==> src/design/amt_pkg.sv <==
// How it works
// [RULE1] Alarm 0 date: bits 7-6 read zero, tens 5-4, units 3-0.
// [RULE2] Alarm 0 month at 0x11: bits 7-5 zero, tens bit 4, units 3-0.
// [RULE3] Month comparison exists for alarm 0 only.
// [RULE4] Alarm 1 sub-second at 0x12: tenths 7-4, hundredths 3-0, all writable.
// [RULE5] Sub-second comparison exists for alarm 1 only.
// [RULE6] Alarm 1 seconds at 0x13: bit 7 zero, tens 6-4, units 3-0.
// [RULE7] Alarm 1 minutes at 0x14: bit 7 zero, tens 6-4, units 3-0.
// [RULE8] Alarm 1 hours at 0x15: bit 7 zero, 12/24 bit 6, bit 5 dual.
// [RULE9] Unimplemented bits ignore writes; fields compare digitwise in BCD.
`default_nettype none
package amt_pkg;
    localparam logic [7:0] ADDR_DATE0   = 8'h10;
    localparam logic [7:0] ADDR_MONTH0  = 8'h11;
    localparam logic [7:0] ADDR_SUBSEC1 = 8'h12;
    localparam logic [7:0] ADDR_SEC1    = 8'h13;
    localparam logic [7:0] ADDR_MIN1    = 8'h14;
    localparam logic [7:0] ADDR_HOUR1   = 8'h15;
    localparam logic [7:0] ADDR_IRQ_ST  = 8'h30;
    localparam logic [7:0] ADDR_IRQ_MSK = 8'h31;
    localparam logic [7:0] ADDR_MATCH_EN = 8'h32;

    localparam logic [7:0] MASK_DATE   = 8'h3f;
    localparam logic [7:0] MASK_MONTH  = 8'h1f;
    localparam logic [7:0] MASK_SUBSEC = 8'hff;
    localparam logic [7:0] MASK_SEC    = 8'h7f;
    localparam logic [7:0] MASK_MIN    = 8'h7f;
    localparam logic [7:0] MASK_HOUR   = 8'h7f;
    localparam logic [7:0] MASK_IRQ    = 8'h03;
    localparam logic [7:0] MASK_EN     = 8'h3f;
    localparam logic [7:0] RESET_ZERO  = 8'h00;

    localparam int BIT_HOUR_12 = 6;
    localparam int BIT_MERIDIEM = 5;
    localparam int IRQ_ALM0 = 0;
    localparam int IRQ_ALM1 = 1;
    localparam int NUM_FIELDS = 6;

    // Enable bits in match_enable: 0 date0, 1 month0, 2 subsec1,
    // 3 sec1, 4 min1, 5 hour1
    localparam int EN_DATE0 = 0;
    localparam int EN_MONTH0 = 1;
    localparam int EN_SUBSEC1 = 2;
    localparam int EN_SEC1 = 3;
    localparam int EN_MIN1 = 4;
    localparam int EN_HOUR1 = 5;

    typedef struct packed {
        logic [7:0] subsec;
        logic [7:0] sec;
        logic [7:0] min;
        logic [7:0] hour;
        logic [7:0] date;
        logic [7:0] month;
    } amt_time_t;

    typedef struct packed {
        logic [7:0] addr;
        logic [7:0] wdata;
        logic       wr;
        logic       rd;
    } amt_bus_req_t;
endpackage
`default_nettype wire

==> src/design/amt_digit_cmp.sv <==
`timescale 1ns/1ns
`default_nettype none
module amt_digit_cmp (
    input  wire logic [7:0] cmp_val,  // Stored compare value
    input  wire logic [7:0] cur_val,  // Running counter value
    input  wire logic [7:0] mask,     // Implemented bits
    output logic            hit       // All digits equal
);
    // Digitwise BCD compare over implemented bits only
    assign hit = ((cmp_val ^ cur_val) & mask) == 8'h00; // [RULE9]
endmodule
`default_nettype wire

==> src/design/amt_alarm_regs.sv <==
// Strobed register access is this design's own decision.
`timescale 1ns/1ns
`default_nettype none
module amt_alarm_regs (
    input  wire logic                clk_sys,   // 10 MHz clock
    input  wire logic                rst,       // Sync reset, high
    input  wire amt_pkg::amt_bus_req_t bus_req, // Register request
    output logic [7:0]               rdata,     // Read data, next cycle
    input  wire amt_pkg::amt_time_t  now,       // Running BCD counters
    output logic                     alm0_hit,  // Alarm 0 match level
    output logic                     alm1_hit,  // Alarm 1 match level
    output logic                     irq        // Level interrupt
);

    ////////////////////////////////////////////////////////////////////
    // Compare registers
    logic [7:0] date0;
    logic [7:0] month0;
    logic [7:0] subsec1;
    logic [7:0] sec1;
    logic [7:0] min1;
    logic [7:0] hour1;
    logic [7:0] irq_status;
    logic [7:0] irq_mask;
    logic [7:0] match_en;

    logic wr_hit;
    assign wr_hit = bus_req.wr;

    always_ff @(posedge clk_sys) begin
        if (rst) begin
            date0 <= amt_pkg::RESET_ZERO;
        end else if (wr_hit && bus_req.addr == amt_pkg::ADDR_DATE0) begin
            date0 <= bus_req.wdata & amt_pkg::MASK_DATE; // [RULE1] [RULE9]
        end
    end

    always_ff @(posedge clk_sys) begin
        if (rst) begin
            month0 <= amt_pkg::RESET_ZERO;
        end else if (wr_hit && bus_req.addr == amt_pkg::ADDR_MONTH0) begin
            month0 <= bus_req.wdata & amt_pkg::MASK_MONTH; // [RULE2] [RULE9]
        end
    end

    always_ff @(posedge clk_sys) begin
        if (rst) begin
            subsec1 <= amt_pkg::RESET_ZERO;
        end else if (wr_hit && bus_req.addr == amt_pkg::ADDR_SUBSEC1) begin
            subsec1 <= bus_req.wdata & amt_pkg::MASK_SUBSEC; // [RULE4]
        end
    end

    always_ff @(posedge clk_sys) begin
        if (rst) begin
            sec1 <= amt_pkg::RESET_ZERO;
        end else if (wr_hit && bus_req.addr == amt_pkg::ADDR_SEC1) begin
            sec1 <= bus_req.wdata & amt_pkg::MASK_SEC; // [RULE6] [RULE9]
        end
    end

    always_ff @(posedge clk_sys) begin
        if (rst) begin
            min1 <= amt_pkg::RESET_ZERO;
        end else if (wr_hit && bus_req.addr == amt_pkg::ADDR_MIN1) begin
            min1 <= bus_req.wdata & amt_pkg::MASK_MIN; // [RULE7] [RULE9]
        end
    end

    always_ff @(posedge clk_sys) begin
        if (rst) begin
            hour1 <= amt_pkg::RESET_ZERO;
        end else if (wr_hit && bus_req.addr == amt_pkg::ADDR_HOUR1) begin
            hour1 <= bus_req.wdata & amt_pkg::MASK_HOUR; // [RULE8] [RULE9]
        end
    end

    always_ff @(posedge clk_sys) begin
        if (rst) begin
            match_en <= amt_pkg::RESET_ZERO;
        end else if (wr_hit && bus_req.addr == amt_pkg::ADDR_MATCH_EN) begin
            match_en <= bus_req.wdata & amt_pkg::MASK_EN;
        end
    end

    always_ff @(posedge clk_sys) begin
        if (rst) begin
            irq_mask <= amt_pkg::RESET_ZERO;
        end else if (wr_hit && bus_req.addr == amt_pkg::ADDR_IRQ_MSK) begin
            irq_mask <= bus_req.wdata & amt_pkg::MASK_IRQ;
        end
    end

    ////////////////////////////////////////////////////////////////////
    // Field compare, one comparator per field
    logic [7:0] cmp_vals [amt_pkg::NUM_FIELDS];
    logic [7:0] cur_vals [amt_pkg::NUM_FIELDS];
    logic [7:0] masks    [amt_pkg::NUM_FIELDS];
    logic [amt_pkg::NUM_FIELDS-1:0] field_hit;

    assign cmp_vals[amt_pkg::EN_DATE0]   = date0;
    assign cmp_vals[amt_pkg::EN_MONTH0]  = month0;
    assign cmp_vals[amt_pkg::EN_SUBSEC1] = subsec1;
    assign cmp_vals[amt_pkg::EN_SEC1]    = sec1;
    assign cmp_vals[amt_pkg::EN_MIN1]    = min1;
    assign cmp_vals[amt_pkg::EN_HOUR1]   = hour1;
    assign cur_vals[amt_pkg::EN_DATE0]   = now.date;
    assign cur_vals[amt_pkg::EN_MONTH0]  = now.month;
    assign cur_vals[amt_pkg::EN_SUBSEC1] = now.subsec;
    assign cur_vals[amt_pkg::EN_SEC1]    = now.sec;
    assign cur_vals[amt_pkg::EN_MIN1]    = now.min;
    assign cur_vals[amt_pkg::EN_HOUR1]   = now.hour;
    assign masks[amt_pkg::EN_DATE0]      = amt_pkg::MASK_DATE;
    assign masks[amt_pkg::EN_MONTH0]     = amt_pkg::MASK_MONTH;
    assign masks[amt_pkg::EN_SUBSEC1]    = amt_pkg::MASK_SUBSEC;
    assign masks[amt_pkg::EN_SEC1]       = amt_pkg::MASK_SEC;
    assign masks[amt_pkg::EN_MIN1]       = amt_pkg::MASK_MIN;
    assign masks[amt_pkg::EN_HOUR1]      = amt_pkg::MASK_HOUR;

    genvar gi;
    generate
        for (gi = 0; gi < amt_pkg::NUM_FIELDS; gi++) begin : g_cmp
            amt_digit_cmp u_cmp (
                .cmp_val (cmp_vals[gi]),
                .cur_val (cur_vals[gi]),
                .mask    (masks[gi]),
                .hit     (field_hit[gi])
            );
        end
    endgenerate

    // Disabled fields count as matching; an alarm with no field
    // enabled never fires, so reset leaves both alarms quiet
    logic [amt_pkg::NUM_FIELDS-1:0] ok;
    assign ok = field_hit | ~match_en[amt_pkg::NUM_FIELDS-1:0];

    logic next_alm0;
    logic next_alm1;
    // Month only on alarm 0, sub-second only on alarm 1
    assign next_alm0 = ok[amt_pkg::EN_DATE0] && ok[amt_pkg::EN_MONTH0]
        && (match_en[amt_pkg::EN_DATE0] || match_en[amt_pkg::EN_MONTH0]);
        // [RULE3]
    assign next_alm1 = ok[amt_pkg::EN_SUBSEC1] && ok[amt_pkg::EN_SEC1]
        && ok[amt_pkg::EN_MIN1] && ok[amt_pkg::EN_HOUR1]
        && (match_en[amt_pkg::EN_SUBSEC1] || match_en[amt_pkg::EN_SEC1]
        || match_en[amt_pkg::EN_MIN1] || match_en[amt_pkg::EN_HOUR1]);
        // [RULE5]

    always_ff @(posedge clk_sys) begin
        if (rst) begin
            alm0_hit <= 1'b0;
            alm1_hit <= 1'b0;
        end else begin
            alm0_hit <= next_alm0;
            alm1_hit <= next_alm1;
        end
    end

    ////////////////////////////////////////////////////////////////////
    // Sticky status on rising match; set wins over write-one clear
    logic rise0;
    logic rise1;
    assign rise0 = next_alm0 && !alm0_hit;
    assign rise1 = next_alm1 && !alm1_hit;

    logic [7:0] clr_bits;
    assign clr_bits = (wr_hit && bus_req.addr == amt_pkg::ADDR_IRQ_ST)
        ? (bus_req.wdata & amt_pkg::MASK_IRQ) : 8'h00;

    always_ff @(posedge clk_sys) begin
        if (rst) begin
            irq_status <= amt_pkg::RESET_ZERO;
        end else begin
            irq_status <= (irq_status & ~clr_bits)
                | {6'h00, rise1, rise0};
        end
    end

    always_ff @(posedge clk_sys) begin
        if (rst) begin
            irq <= 1'b0;
        end else begin
            irq <= |(irq_status & irq_mask & ~clr_bits)
                || (irq_mask[amt_pkg::IRQ_ALM0] && rise0)
                || (irq_mask[amt_pkg::IRQ_ALM1] && rise1);
        end
    end

    ////////////////////////////////////////////////////////////////////
    // Read port; unmapped reads return zero
    always_ff @(posedge clk_sys) begin
        if (rst) begin
            rdata <= 8'h00;
        end else if (bus_req.rd) begin
            case (bus_req.addr)
                amt_pkg::ADDR_DATE0:    rdata <= date0;   // [RULE1]
                amt_pkg::ADDR_MONTH0:   rdata <= month0;  // [RULE2]
                amt_pkg::ADDR_SUBSEC1:  rdata <= subsec1; // [RULE4]
                amt_pkg::ADDR_SEC1:     rdata <= sec1;    // [RULE6]
                amt_pkg::ADDR_MIN1:     rdata <= min1;    // [RULE7]
                amt_pkg::ADDR_HOUR1:    rdata <= hour1;   // [RULE8]
                amt_pkg::ADDR_IRQ_ST:   rdata <= irq_status;
                amt_pkg::ADDR_IRQ_MSK:  rdata <= irq_mask;
                amt_pkg::ADDR_MATCH_EN: rdata <= match_en;
                default:                rdata <= 8'h00;
            endcase
        end else begin
            rdata <= 8'h00;
        end
    end
endmodule
`default_nettype wire

==> config.mk <==
export PLATFORM = sky130hd
export DESIGN_NAME = amt_alarm_regs
export DESIGN_NICKNAME = d
export VERILOG_FILES = /design/src/design/amt_pkg.sv /design/src/design/amt_digit_cmp.sv /design/src/design/amt_alarm_regs.sv
export SDC_FILE = /design/constraint.sdc
export NUM_CORES = 1
export LEC_CHECK = 0
export ABC_AREA = 1
export BUFFER_PORTS_ARGS = -buffer_cell sky130_fd_sc_hd__buf_4
export CAP_MARGIN = 20
export CORE_AREA = 2 2 87 89
export DETAILED_ROUTE_END_ITERATION = 8
export DIE_AREA = 0 0 89 91
export PLACE_DENSITY = 0.78
export SETUP_SLACK_MARGIN = 0.4
export SYNTH_ARGS = -nofsm -noshare
export SYNTH_HDL_FRONTEND = slang
export SYNTH_SLANG_ARGS = --single-unit
==> constraint.sdc <==
create_clock -name clk_sys -period 1.4 [get_ports clk_sys]
set_input_delay 0.28 -clock clk_sys [delete_from_list [all_inputs] [get_ports clk_sys]]
set_output_delay 0.28 -clock clk_sys [all_outputs]
set_load 0.02 [all_outputs]
==> results of run 1 <==
cell type report:
| class | count | share of cell area [%] |
|---|---|---|
| multi-input combinational | 325 | 42.7 |
| timing repair buffer | 147 | 24.5 |
| sequential | 61 | 22.2 |
| inverter | 61 | 4.66 |
| clock buffer | 9 | 2.18 |
| tap | 99 | 2.18 |
| clock inverter | 7 | 1.59 |
kinds of logic (layout without fill, tap and decap cells):
kind of cell | Yosys count | count (layout) | synth area share (%)
buffers and inverters | 74 | 224 | 9.56
flip-flops | 61 | 61 | 37.3
AND/OR/NAND/NOR | 173 | 176 | 25.2
AO/OA/AOI/OAI | 121 | 121 | 20.4
XOR/XNOR | 28 | 28 | 7.49
state kept, by name, summed over array words and instances, names as in the netlist, 5 cells and up:
name,cells
sec1,7
subsec1,8
rdata,8
match_en,6
date0,6
month0,5
min1,7
hour1,7
worst max path at each step:
stage	depth (start not counted)	to	slack [ns]
floorplan	10	subsec1[7]	0.06
global placement	13	rdata[0]	-0.20
detailed placement	10	sec1[2]	-0.19
CTS	13	irq	0.08
global route	11	irq	-0.12
finish	11	irq	-0.04
power by group through the flow:
| stage | registers (µW) | clock network [µW] | logic, µW |
|---|---|---|---|
| floorplan | 1780 | 0 | 173 |
| CTS | 1740 | 1730 | 460 |
| finish | 1740 | 1770 | 540 |
| global route | 1740 | 1820 | 566 |
| global placement | 1780 | 0 | 399 |
| detailed placement | 1780 | 0 | 409 |
cells in the mapped netlist, drive strengths merged (2+ instances only):
master  count  area (µm²)
clkbuf      6        22.5
a21oi      57         308
dfxtp      61        1220
o22ai       3        18.8
o221ai      3        26.3
xor2       14         123
inv        61         231
o21ai      48         240
o211ai      3        22.5
nor2       39         226
nand3      24         133
or2         2        12.5
a31oi       2        12.5
nand3b      2        15.0
xnor2      14         123
nor3        3        15.0
buf         7        58.8
nand2     101         412
per-layer routing:
layer | track usage, % | vias up
li1 | - | 1799
met1 | 33.9 | 1884
met2 | 49.0 | 305
met3 | 5.82 | 85
met4 | 16.8 | 0
met5 | 0 | -
worst register-to-register path, stage by stage (launching register included):
cell and delay (ns):
dfxtp_2 0.35, xnor2_2 0.19, nand2_1 0.11, nor2_1 0.11
nand2_1 0.08, nand2_1 0.07, nand2_1 0.08, nor2_2 0.11
nand3_1 0.09, nand2_1 0.08, nand2_1 0.05, nand2_1 0.05
through the flow:
step	cells	hold slack [ns]	setup TNS [ns]	instance area (µm²)	total power, µW
2_1_floorplan	457	0.419	0	3410	1950
3_5_place_dp	647	0.446	-6.90	4270	2190
4_1_cts	693	0.164	0	5090	3930
6_report	709	0.195	-0.0672	5670	4050
5_1_grt	709	0.213	-0.390	5670	4120
3_3_place_gp	647	0.433	-5.18	4270	2180
repair_timing:
action / in CTS / in global routing
gates cloned: 5 / 1
gates resized for setup: 125 / 103
setup endpoints to repair: 71 / 71
setup buffers: 25 / 15
pin swaps: 38 / 47
==> flow_summary_export.csv, run 1 <==
group,metric,value,unit
final_layout,fill_cells,413,
synth,synth-async-reset-ratio,0,%
drt,drc,0,
final_layout,final_core_util,79.4,%
setup_path,worst-r2r-setup-slack,-0.04,ns
final_layout,mostFrequentLayoutCells,"buf_4 (102), nand2_1 (71), inv_1 (41)",
clock_tree,cts.sinks,61,
timing,fmax,695,MHz
setup_path,crit_family,"simple AND/OR/NAND/NOR gates",
die,ios,79,
die,fp.dieW,89,µm
drt,drtAntennaViolNets,0,
drt,dr.pass1.iters,5,
final_layout,final_common_cell,"buf_4",
clock_tree,cts_buffers,9,
status,violations,"negative setup slack",
die,core,7140,µm²
worst_hold_path,hold_class,"in -> reg",
pwr,power_switching_share,26.6,%
global_route,grtUsageTotal,29.2,%
worst_hold_path,holdPathStages,2,
final_layout,syn_to_final_growth,73.2,%
synth,yosys_register_bits,61,
pwr,power_frac_seq,43.0,%
timing,finalCriticalPeriod,1.44,ns
setup_path,worstSetupStartpoint,"subsec1[2]",
synth,ys.flop_type,"dfxtp_1",
placed_design,numPortBuffers,70,
timing,layout_setup_ws,-0.0384,ns
final_layout,antenna_cells,0,
timing,skew,0.0166,ns
drt,routed_wl,14000,µm
setup_path,arrival,1.74,ns
synth,syn_area,3270,µm²
synth,syn_area_per_cell,7.16,µm²
final_layout,regArea,1260,µm²
job,drv_cap,0,
placed_design,hpwl,7550,µm
synth,synth-edff-count,0,
clock_tree,clkTransAtPathRegs,0.08,ns
clock_tree,cts_buffer_depth,2,
pwr,p_leak,0.00244,µW
global_route,grt_pass1_wl,18100,µm
synth,synth_fp_nets,525,
pwr,power_density,714,nW/µm²
timing,setup_viol,3,
global_route,grt_max_degree,24,
setup_path,crit_slowest_cell,"dfxtp_2",
setup_path,crit_buf_inv,0,
synth,synth_cells,457,
drt,wl_met3,1210,µm
clock_tree,cts_hold_buf,0,
drt,wl_met1,5070,µm
die,die_y,91,µm
die,start_util,45.9,%
pwr,net-switching-power,1080,µW
final_layout,drive_above_1_share,56.6,%
final_layout,multiInputGateArea,2420,µm²
drt,wl_met2,6840,µm
synth,ys_seq_area_share,37.3,%
setup_path,worst_setup_path_start_kind,"register",
die,std_cell_rows,31,
clock_tree,clk_latency,0.37,ns
global_route,grt_pass1_vias,3776,
timing,hold_viol,0,
worst_hold_path,hp-start,"rst",
status,status,"finished with violations",
pwr,power_frac_clock,43.7,%
drt,top_layer_used,"met4",
setup_path,r2r_start,"subsec1[2]",
clock_tree,cts_root_buffer,"clkbuf_8",
synth,ys.warnings.count,0,
setup_path,crit_top_cell,"nand2_1",
timing,relSlewSlack,66.7,%
drt,routed_via_density,5.74,
clock_tree,cts_tree,"built",
worst_hold_path,min_delay_worst_endpoint,"subsec1[3]",
setup_path,r2r-end,"irq",
timing,drv_slew,0,
setup_path,critical_path_class,"reg -> reg",
synth,ys_types,37,
clock_tree,cts-htree-levels,3,
pwr,cell_internal_pwr,2970,µW
placed_design,gp_congestion,0.961,
setup_path,cp-end-kind,"register",
setup_path,cpPeakStageDelay,0.35,ns
setup_path,path_max_fanout,3,
timing,grt_setup_unrepaired,"yes",
global_route,antenna_found_initial,0,
timing,fin_crit_sh,103,%
pwr,ir_drop,0.906,mV
drt,post_drt_wl_per_cell,19.8,µm
setup_path,ff2ff_path_depth,11,
final_layout,nets,673,
setup_path,crit_path_cell_trace,"xnor2_2, nand2_1, nor2_1, nand2_1, nand2_1, nand2_1, nor2_2, nand3_1, nand2_1, nand2_1, nand2_1",
pwr,combPwrFrac,13.4,%
global_route,gr-total-overflow,0,
setup_path,cp_data_required_time,1.70,ns
drt,drt_iter0_markers,389,
die,die_area,8100,µm²
timing,tightest_slew,0.499,ns
drt,vias,4073,
placed_design,pre_cts_ws,-0.192,ns
No activity file was read; power rests on OpenSTA's default activity.
==> run 2, diff against run 1 <==
==> constraint.sdc (replaced) <==
create_clock -name clk_sys -period 1.4 [get_ports clk_sys]
set_input_delay 0.28 -clock clk_sys [delete_from_list [all_inputs] [get_ports clk_sys]]
set_output_delay 0.28 -clock clk_sys [all_outputs]
set_load 0.01 [all_outputs]
==> flow_summary_export.csv, run 2 (same netlist as run 1, synthesis figures left out) <==
group,metric,value,unit
setup_path,crit_slowest_cell,"dfxtp_2",
placed_design,numPortBuffers,70,
pwr,power_frac_clock,43.4,%
final_layout,drive_above_1_share,56.5,%
timing,fin_crit_sh,103,%
global_route,busiest_layer,"met2",
global_route,grt_pass1_wl,18100,µm
final_layout,nets,672,
global_route,grt_pass1_vias,3776,
clock_tree,cts_buffer_depth,2,
die,std_cell_rows,31,
setup_path,arrival,1.75,ns
timing,grt_setup_unrepaired,"yes",
die,ios,79,
timing,drv_slew,0,
drt,drc,0,
placed_design,hpwl,7550,µm
clock_tree,cts_root_buffer,"clkbuf_8",
clock_tree,clkTransAtPathRegs,0.08,ns
final_layout,final_common_cell,"buf_4",
worst_hold_path,hold_class,"in -> reg",
final_layout,reg_top3,"rdata x8, subsec1 x8",
pwr,p_leak,0.00243,µW
placed_design,dpl_cell_area,4270,µm²
timing,setup_viol,2,
final_layout,fill_cells,415,
setup_path,crit_path_cell_trace,"xnor2_2, nand2_1, nor2_1, nand2_1, nand2_1, nand2_1, nor2_2, nand3_1, nand2_1, nand2_1, nand2_1",
die,fp.dieW,89,µm
drt,post_drt_wl_per_cell,19.6,µm
die,start_util,45.9,%
setup_path,critical_path_class,"reg -> reg",
drt,drtAntennaViolNets,0,
timing,finalSetupTns,-0.0641,ns
clock_tree,clk_latency,0.36,ns
global_route,met1_usage,33.9,%
setup_path,cp-end-kind,"register",
timing,skew,0.0146,ns
timing,relSlewSlack,66.7,%
final_layout,syn_to_final_growth,73.0,%
timing,tightest_slew,0.499,ns
drt,routed_wl,13900,µm
clock_tree,cts-htree-levels,3,
global_route,grt_max_degree,24,
job,drv_cap,0,
placed_design,gp_congestion,0.961,
setup_path,path_max_fanout,3,
timing,fmax,691,MHz
drt,dr.pass1.iters,5,
pwr,combPwrFrac,13.4,%
global_route,antenna_found_initial,0,
timing,layout_setup_ws,-0.0470,ns
setup_path,crit_top_cell,"nand2_1",
pwr,power_density,711,nW/µm²
global_route,met3_usage,5.82,%
global_route,met2_usage,49.0,%
drt,routed_via_density,5.69,
pwr,power_switching_share,26.3,%
drt,vias,4029,
status,violations,"negative setup slack",
pwr,power_frac_seq,43.2,%
setup_path,worst_setup_path_start_kind,"register",
die,die_area,8100,µm²
pwr,ir_drop,0.903,mV
pwr,cell_internal_pwr,2970,µW
pwr,net-switching-power,1060,µW
final_layout,antenna_cells,0,
timing,finalCriticalPeriod,1.45,ns
final_layout,mostFrequentLayoutCells,"buf_4 (101), nand2_1 (71), inv_1 (41)",
drt,drt_iter0_markers,400,
setup_path,cp_data_required_time,1.70,ns
global_route,grtUsageTotal,29.2,%
clock_tree,cts.sinks,61,
global_route,gr-total-overflow,0,
final_layout,stdcell_area,5660,µm²
clock_tree,cts_buffers,9,
clock_tree,cts_hold_buf,0,
final_layout,final_core_util,79.3,%
setup_path,cpPeakStageDelay,0.35,ns
clock_tree,cts_tree,"built",
timing,hold_viol,0,
status,status,"finished with violations",
die,core,7140,µm²
die,die_y,91,µm
[run 2: cell types whose count changed in the layout (fill, tap and decap cells not counted), sizes merged]
cell,previous run,this run
buf,146,145
[run 2: cell type report]
type	count	area, µm²	share of cell area, %
Sequential cell	61	1260	22.2
Tap cell	99	124	2.19
Clock inverter	7	90.1	1.59
Multi-Input combinational cell	325	2420	42.8
Clock buffer	9	124	2.19
Inverter	61	264	4.66
Timing Repair Buffer	146	1380	24.4
[run 2: metrics by stage]
stage | instances | hold slack [ns] | power, µW | setup slack (ns)
after global placement | 647 | 0.433 | 2180 | -0.202
after global routing | 708 | 0.210 | 4130 | -0.124
final | 708 | 0.194 | 4030 | -0.0470
after floorplan | 457 | 0.419 | 1950 | 0.0640
after detailed placement | 647 | 0.446 | 2190 | -0.192
after CTS | 693 | 0.164 | 3930 | 0.0830
[run 2: worst paths after layout]
check,start,endpoint,slack [ns],depth (start not counted)
setup reg to reg,subsec1[2],irq,-0.05,11
hold / removal,rst,subsec1[3],0.19,2
setup / recovery,subsec1[2],irq,-0.05,11
hold reg to reg,match_en[1],alm0_hit,0.45,1
[run 2: layer usage]
layer | vias up | part of all wire, % | wire length, µm
met1 | 1881 | 36 | 4970
met3 | 77 | 8.3 | 1160
li1 | 1795 | - | -
met5 | - | 0 | 0
met4 | 0 | 6.3 | 872
met2 | 276 | 50 | 6890
[run 2: repair_timing]
| item | 4_1_cts | 5_1_grt |
|---|---|---|
| buffers inserted | 25 | 14 |
| pin swaps | 38 | 47 |
| gates cloned | 5 | 1 |
| gates resized for setup | 124 | 104 |
| setup endpoints to repair | 71 | 71 |
[run 2: power by group through the flow]
stage          combinational, µW  clock [µW]  sequential, µW
3_3_place_gp                 399           0            1780
3_5_place_dp                 409           0            1780
5_1_grt                      566        1820            1740
2_1_floorplan                173           0            1780
6_report                     539        1750            1740
4_1_cts                      460        1730            1740
[run 2: worst max-delay path: cells and delay by family, from the launching register on]
| family | cells | cell delay [ns] |
|---|---|---|
| simple gates | 10 | 0.84 |
| flops | 1 | 0.35 |
| xor+xnor | 1 | 0.19 |
